[src/core/charger_flags_pkg.sv]
package charger_flags_pkg;

	// ----------------------------------------------------------------
	// Register map
	// ----------------------------------------------------------------

	localparam int unsigned ADDR_W = 8;
	localparam int unsigned DATA_W = 8;

	localparam logic [7:0] FAULT_LIVE_STATUS_B_OFS   = 8'h21;
	localparam logic [7:0] CHARGER_EVENT_LATCH_A_OFS = 8'h22;
	localparam logic [7:0] CHARGER_EVENT_LATCH_B_OFS = 8'h23;

	localparam logic [7:0] REG_RESET_VAL = 8'h00;
	localparam logic [7:0] UNMAPPED_VAL  = 8'h00;

	// ----------------------------------------------------------------
	// Field positions of the live fault status register
	// ----------------------------------------------------------------

	localparam int unsigned FLT_SYS_SHORT_BIT    = 7;
	localparam int unsigned FLT_SYS_OVERVOLT_BIT = 6;
	localparam int unsigned FLT_BOOST_OV_BIT     = 5;
	localparam int unsigned FLT_BOOST_UV_BIT     = 4;
	localparam int unsigned FLT_OVERTEMP_BIT     = 2;

	// ----------------------------------------------------------------
	// Field positions of the first event latch register
	// ----------------------------------------------------------------

	localparam int unsigned EVA_CURRENT_LIMIT_BIT = 7;
	localparam int unsigned EVA_VOLTAGE_LIMIT_BIT = 6;
	localparam int unsigned EVA_WATCHDOG_BIT      = 5;
	localparam int unsigned EVA_WEAK_SOURCE_BIT   = 4;
	localparam int unsigned EVA_POWER_GOOD_BIT    = 3;
	localparam int unsigned EVA_INPUT_TWO_BIT     = 2;
	localparam int unsigned EVA_INPUT_ONE_BIT     = 1;
	localparam int unsigned EVA_BUS_PRESENT_BIT   = 0;

	// ----------------------------------------------------------------
	// Field positions of the second event latch register
	// ----------------------------------------------------------------

	localparam int unsigned EVB_CHARGE_STATE_BIT  = 7;
	localparam int unsigned EVB_OPTIMIZER_BIT     = 6;
	localparam int unsigned EVB_BUS_STATE_BIT     = 4;
	localparam int unsigned EVB_THERMAL_REG_BIT   = 2;
	localparam int unsigned EVB_BATT_PRESENT_BIT  = 1;
	localparam int unsigned EVB_CHARGER_DETECT_BIT = 0;

	// ----------------------------------------------------------------
	// Default widths of the multi-bit status codes
	// ----------------------------------------------------------------

	localparam int unsigned CHARGE_STATE_W = 3;
	localparam int unsigned OPTIMIZER_W    = 2;
	localparam int unsigned BUS_STATE_W    = 4;
	localparam int unsigned DETECT_STATE_W = 4;

endpackage

[src/core/level_sync3.sv]
`timescale 1ns/1ps
`default_nettype none

// Three-stage synchroniser with a settled level; a change is accepted
// only once the second and third stages agree, which filters a one-cycle
// glitch that slips through metastability resolution.
module level_sync3 #(
	parameter int unsigned WIDTH = 1
) (
	// Clock and reset
	input  wire logic             sys_clk,
	input  wire logic             rst_b,
	// Asynchronous levels
	input  wire logic [WIDTH-1:0] async_in,
	// Settled level and change pulse
	output logic      [WIDTH-1:0] level_reg,
	output logic      [WIDTH-1:0] change,
	output logic      [WIDTH-1:0] rise
);

	// Elaboration refuses a zero width, which would leave every vector empty.
	if (WIDTH < 1) begin
		$error("level_sync3 needs a width of at least one");
	end

	logic [WIDTH-1:0] meta_reg;
	logic [WIDTH-1:0] sync_reg;
	logic [WIDTH-1:0] confirm_reg;
	logic [WIDTH-1:0] agree;

	// Only the second stage ever reads the first one.
	always_ff @(posedge sys_clk or negedge rst_b) begin
		if (!rst_b) begin
			meta_reg    <= '0;
			sync_reg    <= '0;
			confirm_reg <= '0;
		end else begin
			meta_reg    <= async_in;
			sync_reg    <= meta_reg;
			confirm_reg <= sync_reg;
		end
	end

	// A bit is settled when its second and third stages hold the same value.
	assign agree  = ~(sync_reg ^ confirm_reg);
	assign change = agree & (confirm_reg ^ level_reg);
	assign rise   = change & confirm_reg;

	// The settled level follows the third stage only on agreement.
	always_ff @(posedge sys_clk or negedge rst_b) begin
		if (!rst_b) begin
			level_reg <= '0;
		end else begin
			level_reg <= (level_reg & ~agree) | (confirm_reg & agree);
		end
	end

endmodule

`default_nettype wire

[src/core/charger_fault_and_event_flags.sv]
`timescale 1ns/1ps
`default_nettype none

// How it works
// - Three eight-bit registers, all zero after reset.
// - Fault bit 7 mirrors system rail short.
// - Fault bit 5 mirrors boost output overvoltage.
// - Fault bit 4 mirrors boost output undervoltage.
// - Fault bit 2 mirrors die thermal shutdown.
// - First latch bit 6 on voltage-limit rise.
// - First latch bit 5 on watchdog expiry rise.
// - First latch bit 4 on weak source rise.
// - First latch bit 3 on power-good change.
// - First latch bit 2 on input two change.
// - Second latch bit 7 on charge state change.
// - Second latch bit 6 on optimizer status change.
// - Bit 4 on bus state change; 5, 3 zero.
// - Second latch bit 2 on thermal regulation rise.
// - Second latch bit 1 on battery presence change.
// - Second latch bit 0 on charger detect change.
module charger_fault_and_event_flags #(
	parameter int unsigned CHARGE_STATE_W = charger_flags_pkg::CHARGE_STATE_W,
	parameter int unsigned OPTIMIZER_W    = charger_flags_pkg::OPTIMIZER_W,
	parameter int unsigned BUS_STATE_W    = charger_flags_pkg::BUS_STATE_W,
	parameter int unsigned DETECT_STATE_W = charger_flags_pkg::DETECT_STATE_W
) (
	// Clock and reset
	input  wire logic                      sys_clk,
	input  wire logic                      rst_b,
	// Register read port from the serial interface engine
	input  wire logic                      rd_en,
	input  wire logic [7:0]                rd_addr,
	output logic      [7:0]                rd_data,
	output logic                           rd_valid,
	// Live protection levels
	input  wire logic                      sys_rail_short_status,
	input  wire logic                      sys_rail_overvolt_status,
	input  wire logic                      boost_out_overvolt_status,
	input  wire logic                      boost_out_undervolt_status,
	input  wire logic                      die_overtemp_shutdown_status,
	// Regulation, timer and source levels
	input  wire logic                      input_current_limit,
	input  wire logic                      input_voltage_limit,
	input  wire logic                      watchdog_expired,
	input  wire logic                      weak_source,
	input  wire logic                      power_good_status,
	input  wire logic                      input_two_present,
	input  wire logic                      input_one_present,
	input  wire logic                      bus_input_present,
	input  wire logic                      thermal_regulation,
	input  wire logic                      battery_present,
	// Multi-bit status codes
	input  wire logic [CHARGE_STATE_W-1:0] charge_state,
	input  wire logic [OPTIMIZER_W-1:0]    input_current_optimizer,
	input  wire logic [BUS_STATE_W-1:0]    bus_input_state,
	input  wire logic [DETECT_STATE_W-1:0] charger_detect_state
);

	// ----------------------------------------------------------------
	// Elaboration checks
	// ----------------------------------------------------------------

	if (CHARGE_STATE_W < 1 || OPTIMIZER_W < 1 || BUS_STATE_W < 1 || DETECT_STATE_W < 1) begin
		$error("status code widths must be at least one bit");
	end

	// ----------------------------------------------------------------
	// Positions of the single-bit levels in the synchroniser vector
	// ----------------------------------------------------------------

	localparam int unsigned LV_SYS_SHORT  = 0;
	localparam int unsigned LV_SYS_OV     = 1;
	localparam int unsigned LV_BOOST_OV   = 2;
	localparam int unsigned LV_BOOST_UV   = 3;
	localparam int unsigned LV_OVERTEMP   = 4;
	localparam int unsigned LV_CUR_LIMIT  = 5;
	localparam int unsigned LV_VOLT_LIMIT = 6;
	localparam int unsigned LV_WATCHDOG   = 7;
	localparam int unsigned LV_WEAK_SRC   = 8;
	localparam int unsigned LV_PGOOD      = 9;
	localparam int unsigned LV_IN_TWO     = 10;
	localparam int unsigned LV_IN_ONE     = 11;
	localparam int unsigned LV_BUS_PRES   = 12;
	localparam int unsigned LV_THERM_REG  = 13;
	localparam int unsigned LV_BATT_PRES  = 14;
	localparam int unsigned LV_COUNT      = 15;

	// ----------------------------------------------------------------
	// Declarations
	// ----------------------------------------------------------------

	logic [LV_COUNT-1:0]       lv_async;
	logic [LV_COUNT-1:0]       lv_level;
	logic [LV_COUNT-1:0]       lv_change;
	logic [LV_COUNT-1:0]       lv_rise;
	logic [CHARGE_STATE_W-1:0] chg_change;
	logic [OPTIMIZER_W-1:0]    opt_change;
	logic [BUS_STATE_W-1:0]    bus_change;
	logic [DETECT_STATE_W-1:0] det_change;
	logic [7:0]                fault_live;
	logic [7:0]                set_a;
	logic [7:0]                set_b;
	logic                      clr_a;
	logic                      clr_b;
	logic [7:0]                latch_a_reg;
	logic [7:0]                latch_a_next;
	logic [7:0]                latch_b_reg;
	logic [7:0]                latch_b_next;
	logic [7:0]                rd_data_next;

	// ----------------------------------------------------------------
	// Input synchronisation
	// ----------------------------------------------------------------

	// Every source comes from an analog or timer domain, so all pass three flops.
	assign lv_async = {
		battery_present,
		thermal_regulation,
		bus_input_present,
		input_one_present,
		input_two_present,
		power_good_status,
		weak_source,
		watchdog_expired,
		input_voltage_limit,
		input_current_limit,
		die_overtemp_shutdown_status,
		boost_out_undervolt_status,
		boost_out_overvolt_status,
		sys_rail_overvolt_status,
		sys_rail_short_status
	};

	level_sync3 #(.WIDTH(LV_COUNT)) u_sync_levels (
		.sys_clk   (sys_clk),
		.rst_b     (rst_b),
		.async_in  (lv_async),
		.level_reg (lv_level),
		.change    (lv_change),
		.rise      (lv_rise)
	);

	// Codes are synchronised per bit; a change in any bit counts as one event.
	level_sync3 #(.WIDTH(CHARGE_STATE_W)) u_sync_charge (
		.sys_clk   (sys_clk),
		.rst_b     (rst_b),
		.async_in  (charge_state),
		.level_reg (),
		.change    (chg_change),
		.rise      ()
	);
	level_sync3 #(.WIDTH(OPTIMIZER_W)) u_sync_optimizer (
		.sys_clk   (sys_clk),
		.rst_b     (rst_b),
		.async_in  (input_current_optimizer),
		.level_reg (),
		.change    (opt_change),
		.rise      ()
	);
	level_sync3 #(.WIDTH(BUS_STATE_W)) u_sync_bus (
		.sys_clk   (sys_clk),
		.rst_b     (rst_b),
		.async_in  (bus_input_state),
		.level_reg (),
		.change    (bus_change),
		.rise      ()
	);
	level_sync3 #(.WIDTH(DETECT_STATE_W)) u_sync_detect (
		.sys_clk   (sys_clk),
		.rst_b     (rst_b),
		.async_in  (charger_detect_state),
		.level_reg (),
		.change    (det_change),
		.rise      ()
	);

	// ----------------------------------------------------------------
	// Live fault status
	// ----------------------------------------------------------------

	// Reserved positions stay zero because nothing drives them.
	always_comb begin
		fault_live = charger_flags_pkg::REG_RESET_VAL;
		fault_live[charger_flags_pkg::FLT_SYS_SHORT_BIT]    = lv_level[LV_SYS_SHORT];
		fault_live[charger_flags_pkg::FLT_SYS_OVERVOLT_BIT] = lv_level[LV_SYS_OV];
		fault_live[charger_flags_pkg::FLT_BOOST_OV_BIT]     = lv_level[LV_BOOST_OV];
		fault_live[charger_flags_pkg::FLT_BOOST_UV_BIT]     = lv_level[LV_BOOST_UV];
		fault_live[charger_flags_pkg::FLT_OVERTEMP_BIT]     = lv_level[LV_OVERTEMP];
	end

	// ----------------------------------------------------------------
	// Event detection
	// ----------------------------------------------------------------

	// Regulation and timer bits latch on rising edges only; presence bits on any change.
	always_comb begin
		set_a = '0;
		set_a[charger_flags_pkg::EVA_CURRENT_LIMIT_BIT] = lv_rise[LV_CUR_LIMIT];
		set_a[charger_flags_pkg::EVA_VOLTAGE_LIMIT_BIT] = lv_rise[LV_VOLT_LIMIT];
		set_a[charger_flags_pkg::EVA_WATCHDOG_BIT]      = lv_rise[LV_WATCHDOG];
		set_a[charger_flags_pkg::EVA_WEAK_SOURCE_BIT]   = lv_rise[LV_WEAK_SRC];
		set_a[charger_flags_pkg::EVA_POWER_GOOD_BIT]    = lv_change[LV_PGOOD];
		set_a[charger_flags_pkg::EVA_INPUT_TWO_BIT]     = lv_change[LV_IN_TWO];
		set_a[charger_flags_pkg::EVA_INPUT_ONE_BIT]     = lv_change[LV_IN_ONE];
		set_a[charger_flags_pkg::EVA_BUS_PRESENT_BIT]   = lv_change[LV_BUS_PRES];
	end

	// Bits 5 and 3 have no source and therefore never set.
	always_comb begin
		set_b = '0;
		set_b[charger_flags_pkg::EVB_CHARGE_STATE_BIT]   = |chg_change;
		set_b[charger_flags_pkg::EVB_OPTIMIZER_BIT]      = |opt_change;
		set_b[charger_flags_pkg::EVB_BUS_STATE_BIT]      = |bus_change;
		set_b[charger_flags_pkg::EVB_THERMAL_REG_BIT]    = lv_rise[LV_THERM_REG];
		set_b[charger_flags_pkg::EVB_BATT_PRESENT_BIT]   = lv_change[LV_BATT_PRES];
		set_b[charger_flags_pkg::EVB_CHARGER_DETECT_BIT] = |det_change;
	end

	// ----------------------------------------------------------------
	// Sticky latches, cleared by a read
	// ----------------------------------------------------------------

	assign clr_a = rd_en && (rd_addr == charger_flags_pkg::CHARGER_EVENT_LATCH_A_OFS);
	assign clr_b = rd_en && (rd_addr == charger_flags_pkg::CHARGER_EVENT_LATCH_B_OFS);

	// A set in the read cycle survives the clear, so no event is lost between reads.
	assign latch_a_next = (clr_a ? '0 : latch_a_reg) | set_a;
	assign latch_b_next = (clr_b ? '0 : latch_b_reg) | set_b;

	always_ff @(posedge sys_clk or negedge rst_b) begin
		if (!rst_b) begin
			latch_a_reg <= charger_flags_pkg::REG_RESET_VAL;
		end else begin
			latch_a_reg <= latch_a_next;
		end
	end

	always_ff @(posedge sys_clk or negedge rst_b) begin
		if (!rst_b) begin
			latch_b_reg <= charger_flags_pkg::REG_RESET_VAL;
		end else begin
			latch_b_reg <= latch_b_next;
		end
	end

	// ----------------------------------------------------------------
	// Read port
	// ----------------------------------------------------------------

	// Read data shows the value before the clear takes effect.
	always_comb begin
		case (rd_addr)
			charger_flags_pkg::FAULT_LIVE_STATUS_B_OFS: begin
				rd_data_next = fault_live;
			end
			charger_flags_pkg::CHARGER_EVENT_LATCH_A_OFS: begin
				rd_data_next = latch_a_reg;
			end
			charger_flags_pkg::CHARGER_EVENT_LATCH_B_OFS: begin
				rd_data_next = latch_b_reg;
			end
			default: begin
				rd_data_next = charger_flags_pkg::UNMAPPED_VAL;
			end
		endcase
	end

	// Data holds until the next read so the serial engine may shift it out slowly.
	always_ff @(posedge sys_clk or negedge rst_b) begin
		if (!rst_b) begin
			rd_data  <= charger_flags_pkg::REG_RESET_VAL;
			rd_valid <= 1'b0;
		end else begin
			rd_valid <= rd_en;
			if (rd_en) begin
				rd_data <= rd_data_next;
			end
		end
	end
endmodule

`default_nettype wire

[config.mk]
export PLATFORM = sky130hd
export DESIGN_NAME = charger_fault_and_event_flags
export DESIGN_NICKNAME = d
export VERILOG_FILES = /design/src/core/charger_flags_pkg.sv /design/src/core/level_sync3.sv /design/src/core/charger_fault_and_event_flags.sv
export SDC_FILE = /design/constraint.sdc
export NUM_CORES = 1
export LEC_CHECK = 0
export BUFFER_PORTS_ARGS = -buffer_cell sky130_fd_sc_hd__buf_2
export CAP_MARGIN = 20
export CORE_ASPECT_RATIO = 0.5
export CORE_UTILIZATION = 60
export DETAILED_ROUTE_END_ITERATION = 10
export PLACE_DENSITY = 0.93
export SYNTH_ARGS = -nofsm -noshare
export SYNTH_HDL_FRONTEND = slang
export SYNTH_SLANG_ARGS = --single-unit
[constraint.sdc]
create_clock -name sys_clk -period 2.7 [get_ports sys_clk]
set_input_delay 0.54 -clock sys_clk [delete_from_list [all_inputs] [get_ports sys_clk]]
set_output_delay 0.54 -clock sys_clk [all_outputs]
set_load 0.05 [all_outputs]
Word level (Yosys, flattened, before mapping)

Index checks and enable logic that the tools add are counted.

Equality and inequality tests: 3
Muxes and demuxes: 3
Bitwise logic cells: 43
Reduce and logical (&&, ||, !) cells: 6

Operator list:

| operator             | number |
|---|---|
| $and A15 B15 Y15     | 3 |
| $not A15 Y15         | 2 |
| $xor A15 B15 Y15     | 2 |
| $and A4 B4 Y4        | 6 |
| $eq A8 B6 Y1 const B | 3 |
| $pmux W8 S3          | 1 |
| $mux W8              | 2 |
| $not A4 Y4           | 4 |
| $or A8 B8 Y8         | 2 |
| $xor A4 B4 Y4        | 4 |
| $or A15 B15 Y15      | 1 |
| $and A14 B14 Y14     | 1 |
| $and A3 B3 Y3        | 3 |
| $or A4 B4 Y4         | 2 |
| $reduce_or A4 Y1     | 2 |
| $and A2 B2 Y2        | 3 |
| $not A3 Y3           | 2 |
| $xor A3 B3 Y3        | 2 |
| $not A2 Y2           | 2 |
| $xor A2 B2 Y2        | 2 |
| $or A3 B3 Y3         | 1 |
| $reduce_or A3 Y1     | 1 |
| $logic_and A1 B1 Y1  | 2 |
| $or A2 B2 Y2         | 1 |
| $reduce_or A2 Y1     | 1 |

Flip-flop bits (word level): 137
Input bits: 39
Output and inout port bits: 9
Word-level logic and storage cells: 79

Logic depth before layout (Yosys ltp)

Gate-level depths: netlist of the first run.

Depth in word-level cells: 5
Mapped depth: 6
Depth with buffers taken out: 4

Hierarchy

A second synthesis of the first run with hierarchy kept.

Cell total of the unflattened synthesis: 334
Area, all modules: 4652.0 sq um

Modules (own cells, without submodules):

| module                          | instances | cells each | area an instance (sq um) | seq. area each (sq um) |
|---|---|---|---|---|
| level_sync3 at u_sync_levels    | 1         | 135        | 1948.1                   | 1501.4 |
| level_sync3 at u_sync_bus ...   | 2         | 36         | 516.7                    | 400.4 |
| charger_fault_and_event_flags   | 1         | 82         | 1019.7                   | 575.6 |
| level_sync3 at u_sync_charge    | 1         | 27         | 387.9                    | 300.3 |
| level_sync3 at u_sync_optimizer | 1         | 18         | 262.8                    | 200.2 |

Least setup slack after synthesis of the first run

No wires, ideal clock.

Path type: input -> register
Start point: input rd_addr[3]
End point: register latch_b_reg[4]
Setup time: 0.129 ns
Arrival time: 1.934 ns
Required time: 2.571 ns
Slack: 0.637 ns
Stages: 4
Buffers on the path: 1
Cells stage by stage: or4b_4 or3_1 buf_2 a2111o_1

Longest elaborated chain between the ends: 4

Ends and longest elaborated chain:

| what                      | line                                 | text |
|---|---|---|
| start: declaration        | charger_fault_and_event_flags.sv:32  | `input wire logic [7:0] rd_addr,` |
| $eq A8 B6 Y1              | charger_fault_and_event_flags.sv:224 | `assign clr_b = rd_en && (rd_addr == charger_flags_pkg::CHARGER_EVENT_LATCH_B_OFS);` |
| $logic_and A1 B1 Y1       | charger_fault_and_event_flags.sv:224 |  |
| $mux W8                   | charger_fault_and_event_flags.sv:228 | `assign latch_b_next = (clr_b ? '0 : latch_b_reg) \| set_b;` |
| $or A8 B8 Y8              | charger_fault_and_event_flags.sv:228 |  |
| named net latch_b_next[4] | charger_fault_and_event_flags.sv:108 | `logic [7:0] latch_b_next;` |
| end signal: assignment    | charger_fault_and_event_flags.sv:240 | `latch_b_reg <= charger_flags_pkg::REG_RESET_VAL;` |
| end signal: assignment    | charger_fault_and_event_flags.sv:242 | `latch_b_reg <= latch_b_next;` |
| end: declaration          | charger_fault_and_event_flags.sv:107 | `logic [7:0] latch_b_reg;` |

The timed path passes the listed nets, and every way through them passes these cells.
A chain may end at the register's enable or synchronous reset.

Final worst setup path of the first run

Start point: input rd_addr[3]
End point: register latch_a_reg[2]

Longest elaborated chain between the ends: 4

Ends and longest elaborated chain:

| what                      | line                                 | text |
|---|---|---|
| $eq A8 B6 Y1              | charger_fault_and_event_flags.sv:223 | `assign clr_a = rd_en && (rd_addr == charger_flags_pkg::CHARGER_EVENT_LATCH_A_OFS);` |
| $logic_and A1 B1 Y1       | charger_fault_and_event_flags.sv:223 |  |
| $mux W8                   | charger_fault_and_event_flags.sv:227 | `assign latch_a_next = (clr_a ? '0 : latch_a_reg) \| set_a;` |
| $or A8 B8 Y8              | charger_fault_and_event_flags.sv:227 |  |
| named net latch_a_next[2] | charger_fault_and_event_flags.sv:106 | `logic [7:0] latch_a_next;` |
| end signal: assignment    | charger_fault_and_event_flags.sv:232 | `latch_a_reg <= charger_flags_pkg::REG_RESET_VAL;` |
| end signal: assignment    | charger_fault_and_event_flags.sv:234 | `latch_a_reg <= latch_a_next;` |
| end: declaration          | charger_fault_and_event_flags.sv:105 | `logic [7:0] latch_a_reg;` |

The timed path passes the listed nets, and every way through them passes these cells.

==> metrics, run 1 <==
crit path kind=input port to register; share of layout cells above drive strength 1=21.83%; Clock Power Share=45.2%; Area Overhead vs Synth=20.37%; largest family of logic cells by synthesized area=simple AND/OR/NAND/NOR gates; final worst path period share=74.95%; Pleak=2.369 nW; Hold Buf Count CTS=0; yosys warns=0; CP max FO=9; clock transition at the registers of the reported paths=about 0.060 ns; Mapped Cells=between 200 and 300; Req. time, crit path=2.98 ns; Post-Syn Area=roughly 4300 um2; Post-Route Setup TNS=0 ns; # port buffers=between 40 and 50; r2r startpoint=u_sync_bus.sync_reg[2]; clock sink count=~140; Die X=122.2 um; status=finished, final reports clean; core area=6832 um2; syn avg cell area=between 10 and 15 um2; fin. max-slew vios=0; initial antenna violation count=0; Longest Clk Path Bufs=2; Hold Path Class=input port to async pin; crit path DAT=2.30 ns; initial core utilization=roughly 63%; worst skew pair latency=a little over 0.4 ns; vias in the first global route=around 3000; RSZ-0062 raised after global routing=false; Peak VDD IR=0.6770 mV; die area=between 7000 and 8000 um2; GRT Residual Overflow=0; nets=400; Net Sw Power=~0.001 W; Max-cap violations=0; initial DRC count=approximately 260; Root Buffer=clkbuf_16; post-synth cell types=30; leading area contributor after synthesis=dfrtp_1; Setup crit start kind=input port; TritonCTS clock tree=done; FILL cells=between 300 and 400; crit path from=rd_addr[3]; chip height=roughly 62 um; Finish-stage setup viols=0; Tmin final=approximately 2.0 ns; clock skew=just over 0.01 ns; vias per cell=approximately 5.8; post-synthesis mux area share=approximately 1.5%; Flop pwr share=about half; H-tree levels=4; sequential share of the synthesized area=between 70% and 80%; PD cells=between 800 and 900 nW/um2; hold_ws=0.1596 ns; Worst setup EP type=register; Num CTS Buffers=17; Routed WL=~9500 um; XOR/XNOR share of the synthesized area=0%; Max Clk Rate=~490 MHz; Pint=between 0.003 and 0.004 W; first-pass GRT wire length=between 15000 and 20000 um; simple-gate share of the synthesized area=slightly above 8%; post-CTS resize count=0; final RePlAce weighted congestion=~0.73; switching portion of total power=between 20 and 25%; antenna-violating nets left=0; final hold violations=0; largest net degree at the start of global routing=a little under 50; drt drc=0; Tightest Pin Transition=about 0.65 ns; Synth Area in Compound Gates=7.444%; Comb power frac=4.5%; main area contributors after synthesis=dfrtp_1 (78%), maj3_1 (3.7%), nand2_1 (2.8%); number of synthesized register bits=135; HPWL after DPL=between 5000 and 6000 um; post-synth top area share=77.90%; worst-case reg-to-reg path depth=3; drt pass-1 iters=4; ant diodes=0; Total GRT Usage=between 20% and 30%; Adder-Cell Fraction of Synth Area=between 3 and 4%; routed vias=2670; slew margin rel.=around 57%; setup bufs post-CTS=0; FP Rows=21; drt wl/cell=~20 um; Boundary Pins=48; syn nets=between 300 and 400
## cells in the mapped netlist, drive strengths merged
cell type,instances
nand4,2
a2111o,1
nand3,2
nor3,1
nor2b,6
mux2,4
nand2,32
o211ai,1
a22o,1
o2bb2ai,5
o22ai,9
mux2i,2
clkbuf,3
a221o,5
a211o,1
o221ai,1
dfrtp,135
buf,1
a21oi,9
a211oi,1
inv,10
nand4bb,1
or4b,1
nor2,31
maj3,16
or3,1
o21ai,9
a22oi,4
nand2b,2
## final cells by class
cell class / instances / area (um2) / area share [%]
Sequential cell: 135 / 3378 / 64.72
Multi-Input combinational cell: 148 / 904.6 / 17.33
Clock buffer: 24 / 481.7 / 9.228
Timing Repair Buffer: 49 / 277.8 / 5.321
Tap cell: 92 / 115.1 / 2.205
Inverter: 10 / 37.54 / 0.7191
Clock inverter: 5 / 25.02 / 0.4794
## layout by cell type (no fill, tap or decap), types with 6 or more instances in the layout
master	Yosys	layout
nand2_1	32	32
buf_2	1	46
dfrtp_1	135	135
clkbuf_16	0	17
inv_1	10	10
o21ai_0	9	9
o22ai_1	9	9
maj3_1	16	16
nor2b_1	6	6
nor2_1	31	31
a21oi_1	9	9
## power by group through the flow
stage	combinational [W]	sequential, W	clock (W)
after floorplan	0.0000884	0.00223	0
after global placement	0.000177	0.00223	0
after detailed placement	0.000191	0.00225	0
after CTS	0.000201	0.00222	0.00202
after global routing	0.000223	0.00223	0.00211
final	0.000199	0.00222	0.00199
## final timing paths
check,to,slack [ns]
max,latch_a_reg[2],0.68
min,u_sync_detect.sync_reg[2],0.16
max reg2reg,latch_b_reg[4],1.52
min reg2reg,u_sync_bus.sync_reg[2],0.34
max in group asynchronous,u_sync_charge.sync_reg[0],1.87
min in group sys_clk,u_sync_levels.meta_reg[5],0.23
## layer usage
| metal | track usage [%] | part of all wire [%] | vias up |
|---|---|---|---|
| li1 | - | - | 1145 |
| met1 | 35.11 | 38 | 1363 |
| met2 | 46.07 | 51 | 123 |
| met3 | 10.75 | 6.9 | 39 |
| met4 | 17.99 | 4.4 | 0 |
| met5 | 0 | 0 | - |
## metrics by stage
step | cells | util, % | area, um2 | power (W) | setup slack (ns)
final | 463 | 76.41 | 5220 | 0.004415 | 0.6764
after global routing | 463 | 76.41 | 5220 | 0.004569 | 0.5961
after CTS | 463 | 76.41 | 5220 | 0.004437 | 0.6878
after detailed placement | 434 | 68.99 | 4713 | 0.002438 | 0.3164
after global placement | 434 | 68.99 | 4713 | 0.002410 | 0.4545
after floorplan | 297 | - | 4337 | 0.002316 | 0.6371
## worst max-delay path: stages
cell and delay [ns]:
buf_2 0.11, or4b_4 0.54, nor3_2 0.26, nand4_2 0.35, a221o_1 0.50
## cells by family after synthesis
logic type | Yosys count
multiplexers | 6
flip-flops | 135
AND/OR/NAND/NOR | 79
AO/OA/AOI/OAI | 47
adder cells (fa/ha/maj) | 16
buffers and inverters | 14
Power figures use the tool's default switching activity.
==> run 2, diff against run 1 <==
--- a/config.mk
+++ b/config.mk
@@ -8,9 +8,9 @@
 export BUFFER_PORTS_ARGS = -buffer_cell sky130_fd_sc_hd__buf_2
 export CAP_MARGIN = 20
 export CORE_ASPECT_RATIO = 0.5
-export CORE_UTILIZATION = 60
+export CORE_UTILIZATION = 51
 export DETAILED_ROUTE_END_ITERATION = 10
-export PLACE_DENSITY = 0.93
+export PLACE_DENSITY = 0.86
 export SYNTH_ARGS = -nofsm -noshare
 export SYNTH_HDL_FRONTEND = slang
 export SYNTH_SLANG_ARGS = --single-unit
==> constraint.sdc (replaced) <==
create_clock -name sys_clk -period 1.8 [get_ports sys_clk]
set_input_delay 0.36 -clock sys_clk [delete_from_list [all_inputs] [get_ports sys_clk]]
set_output_delay 0.36 -clock sys_clk [all_outputs]
set_load 0.05 [all_outputs]
==> run 2 against run 1 <==
Largest power group is now clock. Critical path depth unchanged. Clock power up 82%. Setup slack worse by 0.52 ns. Count of clock-buffer cells in the layout down 3. Die area up 17%. Sequential cell count unchanged. Via count down 5.9%. Sequential power up 50%. Hold slack worse by 0.11 ns. Core utilization down 9.4 points. Clock skew down 0.0037 ns.
==> metrics, run 2 (same netlist as run 1, synthesis figures left out) <==
CP cell instances=buf_2, or4b_4, nor3_4, nand4_2, a221o_1; most frequent cells in the layout=dfrtp_1 (135), buf_2 (46), nand2_1 (32), nor2_1 (31), clkbuf_16 (17); Crit Reg-Reg Endpoint=latch_b_reg[4]; Boundary Pins=48 (unchanged); slew margin rel.=68.12% (+11 points); H-tree levels=4 (unchanged); setup bufs post-CTS=0 (unchanged); final worst path period share=around nine tenths; Area Overhead vs Synth=25.45%; largest net degree at the start of global routing=38 (-22%); drt pass-1 iters=4 (unchanged); Max Clk Rate=a little over 600 MHz; worst skew pair latency=0.41 ns (about the same); worst-case reg-to-reg path depth=3 (unchanged); worst reg2reg setup slack=0.66 ns (-0.86 ns); WHS Endpoint=u_sync_detect.meta_reg[0]; clock sink count=135 (unchanged); # port buffers=47 (unchanged); Worst setup EP type=register; commonest non-fill, non-tap cell in the layout=dfrtp_1; Tmin final=~1.6 ns; final hold violations=0 (unchanged); vias in the first global route=2637 (-12%); Num CTS Buffers=17 (unchanged); fin. max-slew vios=0 (unchanged); Die X=132.4 um (+8.3%); clock transition at the registers of the reported paths=0.05 ns (about the same); Routed WL=7985 um (-16%); FP Rows=23 (+9.5%); Tightest Pin Transition=0.4783 ns (-0.1685 ns); TritonCTS clock tree=done; status=finished, final reports clean; ant diodes=0 (unchanged); Setup crit start kind=input port; final RePlAce weighted congestion=0.7604 (+4.3%); initial DRC count=175 (-33%); hold depth=1; hold path startpoint=charger_detect_state[0]; routed vias=2512 (-5.9%); drt wl/cell=16.26 um (-21%); non-filler instance count after layout=491 (+6.0%); nets=407 (+1.8%); routed wl met3=350 um (-46%); hold_ws=0.05408 ns (-0.1055 ns); vias per cell=5.116 (-11%); CP max FO=6 (-3); HPWL after DPL=4737 um (-11%); initial antenna violation count=0 (unchanged); crit path DAT=1.93 ns (-0.37 ns); DP Worst Slack=-0.2112 ns (-0.5276 ns); core area=8115 um2 (+19%); r2r startpoint=u_sync_bus.sync_reg[1]; FILL cells=575 (+55%); drt drc=0 (unchanged); clock skew=0.006441 ns (-0.003694 ns); dpl cells=460 (+6.0%); Finish-stage setup viols=0 (unchanged); crit path kind=input port to register; Root Buffer=clkbuf_16; Routed met2 length=4029 um (-16%); die area=8899 um2 (+17%); RSZ-0062 raised after global routing=false; Hold Path Class=input port to register; antenna-violating nets left=0 (unchanged); M1 WL=3466 um (-4.2%); Longest Clk Path Bufs=2 (unchanged); Total GRT Usage=20.59% (-8.8 points); share of layout cells above drive strength 1=24.27% (+2.4 points); chip height=67.21 um (+8.2%); Peak VDD IR=0.7656 mV (+13%); Pleak=2.464 nW (+4.0%); Max-cap violations=0 (unchanged); first-pass GRT wire length=12920 um (-17%); GRT Residual Overflow=0 (unchanged); Req. time, crit path=2.08 ns (-0.90 ns); PD cells=1332 nW/um2 (+57%); Crit-path slowest cell=or4b_4; Worst Setup Slack, final=0.1514 ns (-0.5249 ns); initial core utilization=53.44% (-10 points); CP max stage delay=0.56 ns (+0.02 ns); Max Used Layer=met4
==> run 2: layout make-up <==
cell class                 instances  area (um2)  area share, %
clock inverter                     9       147.6          2.714
sequential                       135        3378          62.10
inverter                          10       37.54         0.6900
timing repair buffer              56       345.3          6.348
multi-input combinational        148       910.9          16.74
tap                              112       140.1          2.576
clock buffer                      21       480.5          8.832
==> run 2: timing repair <==
item / CTS / global route
hold buffers: 1 / 0
hold endpoints to repair: 31 / 0
gates resized for setup: 0 / 0
==> run 2: worst max-delay path by stage <==
stage / endpoint / start / cells past startpoint
floorplan: latch_b_reg[4] / rd_addr[3] / 4
global placement: latch_b_reg[4] / rd_addr[3] / 4
detailed placement: latch_b_reg[4] / rd_addr[3] / 4
CTS: latch_a_reg[2] / rd_addr[3] / 5
global route: latch_a_reg[2] / rd_addr[3] / 5
finish: latch_a_reg[2] / rd_addr[3] / 5
==> run 2: worst max-delay path: cells and delay by family <==
kind | cells | cell delay, ns
simple gates | 3 | 1.00
buf+inv | 1 | 0.12
compound gates | 1 | 0.45
==> run 2: where the power goes <==
| group | internal (W) | switching (W) |
|---|---|---|
| Sequential | 0.00321 | 0.000112 |
| Combinational | 0.000128 | 0.000167 |
| Clock | 0.00244 | 0.00119 |
| Total | 0.00577 | 0.00147 |
==> run 2: stage by stage <==
stage / utilization (%) / instance area [um2] / power [W] / setup TNS (ns)
after floorplan: - / 4349 / 0.003474 / -0.02270
after global placement: 59.17 / 4802 / 0.003634 / -1.132
after detailed placement: 59.17 / 4802 / 0.003655 / -2.009
after CTS: 67.04 / 5440 / 0.007314 / 0
after global routing: 67.04 / 5440 / 0.007506 / 0
final: 67.04 / 5440 / 0.007246 / 0
==> run 2: routing by layer <==
layer  track usage (%)  vias to the layer above
li1                  -                     1167
met1             24.77                     1264
met2             33.16                       65
met3             7.132                       16
met4             12.64                        0
met5                 0                        -
==> run 3, diff against run 2 <==
--- a/config.mk
+++ b/config.mk
@@ -7,8 +7,10 @@
 export LEC_CHECK = 0
 export BUFFER_PORTS_ARGS = -buffer_cell sky130_fd_sc_hd__buf_2
 export CAP_MARGIN = 20
+export CELL_PAD_IN_SITES_DETAIL_PLACEMENT = 1
+export CELL_PAD_IN_SITES_GLOBAL_PLACEMENT = 1
 export CORE_ASPECT_RATIO = 0.5
-export CORE_UTILIZATION = 51
+export CORE_UTILIZATION = 43
 export DETAILED_ROUTE_END_ITERATION = 10
 export PLACE_DENSITY = 0.86
 export SYNTH_ARGS = -nofsm -noshare
==> run 3 against run 2 <==
Global-route usage is 3.2 points higher. Sequential cell count did not move. Power down 1.8%. Maximum frequency rose by 2.3%. Clock power is 5% lower. Critical path type unchanged. Largest power group unchanged.
==> metrics, run 3 (same netlist as run 1, synthesis figures left out) <==
worst skew pair latency=0.42 ns (about the same); fin. max-slew vios=0 (unchanged); RSZ-0062 raised after global routing=false; vias per cell=5.175 (+1.1%); clock sink count=135 (unchanged); CP Depth=5 (unchanged); DP Area=4817 um2 (+0.31%); CP top delay family=simple AND/OR/NAND/NOR gates; Peak VDD IR=0.6943 mV (-9.3%); Max Clk Rate=620.2 MHz (+2.3%); drt wl/cell=20.80 um (+28%); Tmin final=1.612 ns (-0.03631 ns); Longest Clk Path Bufs=2 (unchanged); Setup crit start kind=input port; nets=408 (+0.25%); largest net degree at the start of global routing=53 (+39%); final RePlAce weighted congestion=0.7614 (+0.13%); Tightest Pin Transition=0.4814 ns (+0.003178 ns); slew margin rel.=67.90% (-0.21 points); Boundary Pins=48 (unchanged); TritonCTS clock tree=done; final worst path period share=89.57% (-2.0 points); ant diodes=0 (unchanged); H-tree levels=4 (unchanged); drt pass-1 iters=4 (unchanged); worst-case reg-to-reg path depth=3 (unchanged); Critical path buffers and inverters=1 (unchanged); crit path DAT=1.91 ns (-0.02 ns); clock transition at the registers of the reported paths=0.06 ns (about the same); Finish-stage setup viols=0 (unchanged); Crit-path slowest cell=or4b_4; Num CTS Buffers=17 (unchanged); FP Rows=25 (+8.7%); HPWL after DPL=6398 um (+35%); Total GRT Usage=23.74% (+3.2 points); Req. time, crit path=2.10 ns (+0.02 ns); core area=9603 um2 (+18%); first-pass GRT wire length=17460 um (+35%); Root Buffer=clkbuf_16; hold depth=1 (unchanged); status=finished, final reports clean; Routed WL=10710 um (+34%); crit path kind=input port to register; Worst setup EP type=register; post-CTS resize count=0 (unchanged); most frequent cells in the layout=dfrtp_1 (135), buf_2 (46), nand2_1 (32), nor2_1 (31), clkbuf_16 (17); hold_ws=0.04158 ns (-0.01249 ns); final hold violations=0 (unchanged); Area Overhead vs Synth=24.96%; drt drc=0 (unchanged); routed vias=2665 (+6.1%); GRT Residual Overflow=0 (unchanged); die area=10510 um2 (+18%); PD cells=1313 nW/um2 (-1.4%); CP cell instances=buf_2, or4b_4, nor3_4, nand4_2, a221o_1; Pleak=2.438 nW (-1.1%); Max-cap violations=0 (unchanged); initial DRC count=238 (+36%); # port buffers=47 (unchanged); antenna-violating nets left=0 (unchanged); Hold Path Class=input port to register; clock skew=0.008284 ns (+0.001842 ns); vias in the first global route=3121 (+18%); initial core utilization=45.16% (-8.3 points); CP max stage delay=0.54 ns (-0.02 ns); Die X=144.0 um (+8.8%); chip height=73.01 um (+8.6%); commonest non-fill, non-tap cell in the layout=dfrtp_1; share of layout cells above drive strength 1=24.21% (-0.064 points); post-route cell area=5419 um2 (-0.39%); post-layout util=56.43% (-11 points); CP max FO=7 (+1); initial antenna violation count=0 (unchanged)
[run 3: layer usage]
| metal | wire, um | track usage [%] |
|---|---|---|
| met2 | 5660 | 40.58 |
| met5 | 0 | 0 |
| met3 | 380 | 6.562 |
| met1 | 4385 | 27.81 |
| met4 | 286 | 12.65 |
[run 3: where the power goes]
part | leakage [nW] | switching [W] | total (W) | internal, W
Combinational | 0.597 | 0.000193 | 0.000318 | 0.000125
Clock | 0.287 | 0.00126 | 0.00346 | 0.00220
Sequential | 1.55 | 0.000126 | 0.00333 | 0.00321
Total | 2.44 | 0.00158 | 0.00712 | 0.00554
[run 3: stage by stage]
step | cells | total power (W) | TNS, ns | setup WS [ns]
2_1_floorplan | 297 | 0.003474 | -0.02270 | -0.02270
3_3_place_gp | 484 | 0.003627 | -1.018 | -0.1405
3_5_place_dp | 484 | 0.003680 | -1.786 | -0.1860
4_1_cts | 515 | 0.007170 | 0 | 0.2346
5_1_grt | 515 | 0.007336 | 0 | 0.1457
6_report | 515 | 0.007115 | 0 | 0.1877
[run 3: final timing paths]
path	startpoint	to	slack, ns
worst min-delay path	input_voltage_limit	u_sync_levels.meta_reg[6]	0.04
min in group asynchronous	rst_b	rd_data[7]	0.44
worst max-delay path	rd_addr[3]	latch_a_reg[2]	0.19
worst max register to register	latch_b_reg[6]	rd_data[6]	0.56
max in group asynchronous	rst_b	u_sync_levels.confirm_reg[14]	0.70
worst min register to register	u_sync_detect.meta_reg[1]	u_sync_detect.sync_reg[1]	0.34
[run 3: final cells by class]
type / instances / area, um2
fillers: 945 / 4184
flip-flops and latches: 135 / 3378
multi-input cells: 148 / 910.9
clock buffers: 23 / 498.0
repair buffers: 57 / 331.6
well taps: 135 / 168.9
clock inverters: 7 / 93.84
inverters: 10 / 37.54
[run 3: what timing repair did]
action,CTS,global route
endpoints found under the setup margin,0,0
hold buffers,1,0
hold endpoints to repair,48,0
buffers inserted,0,0
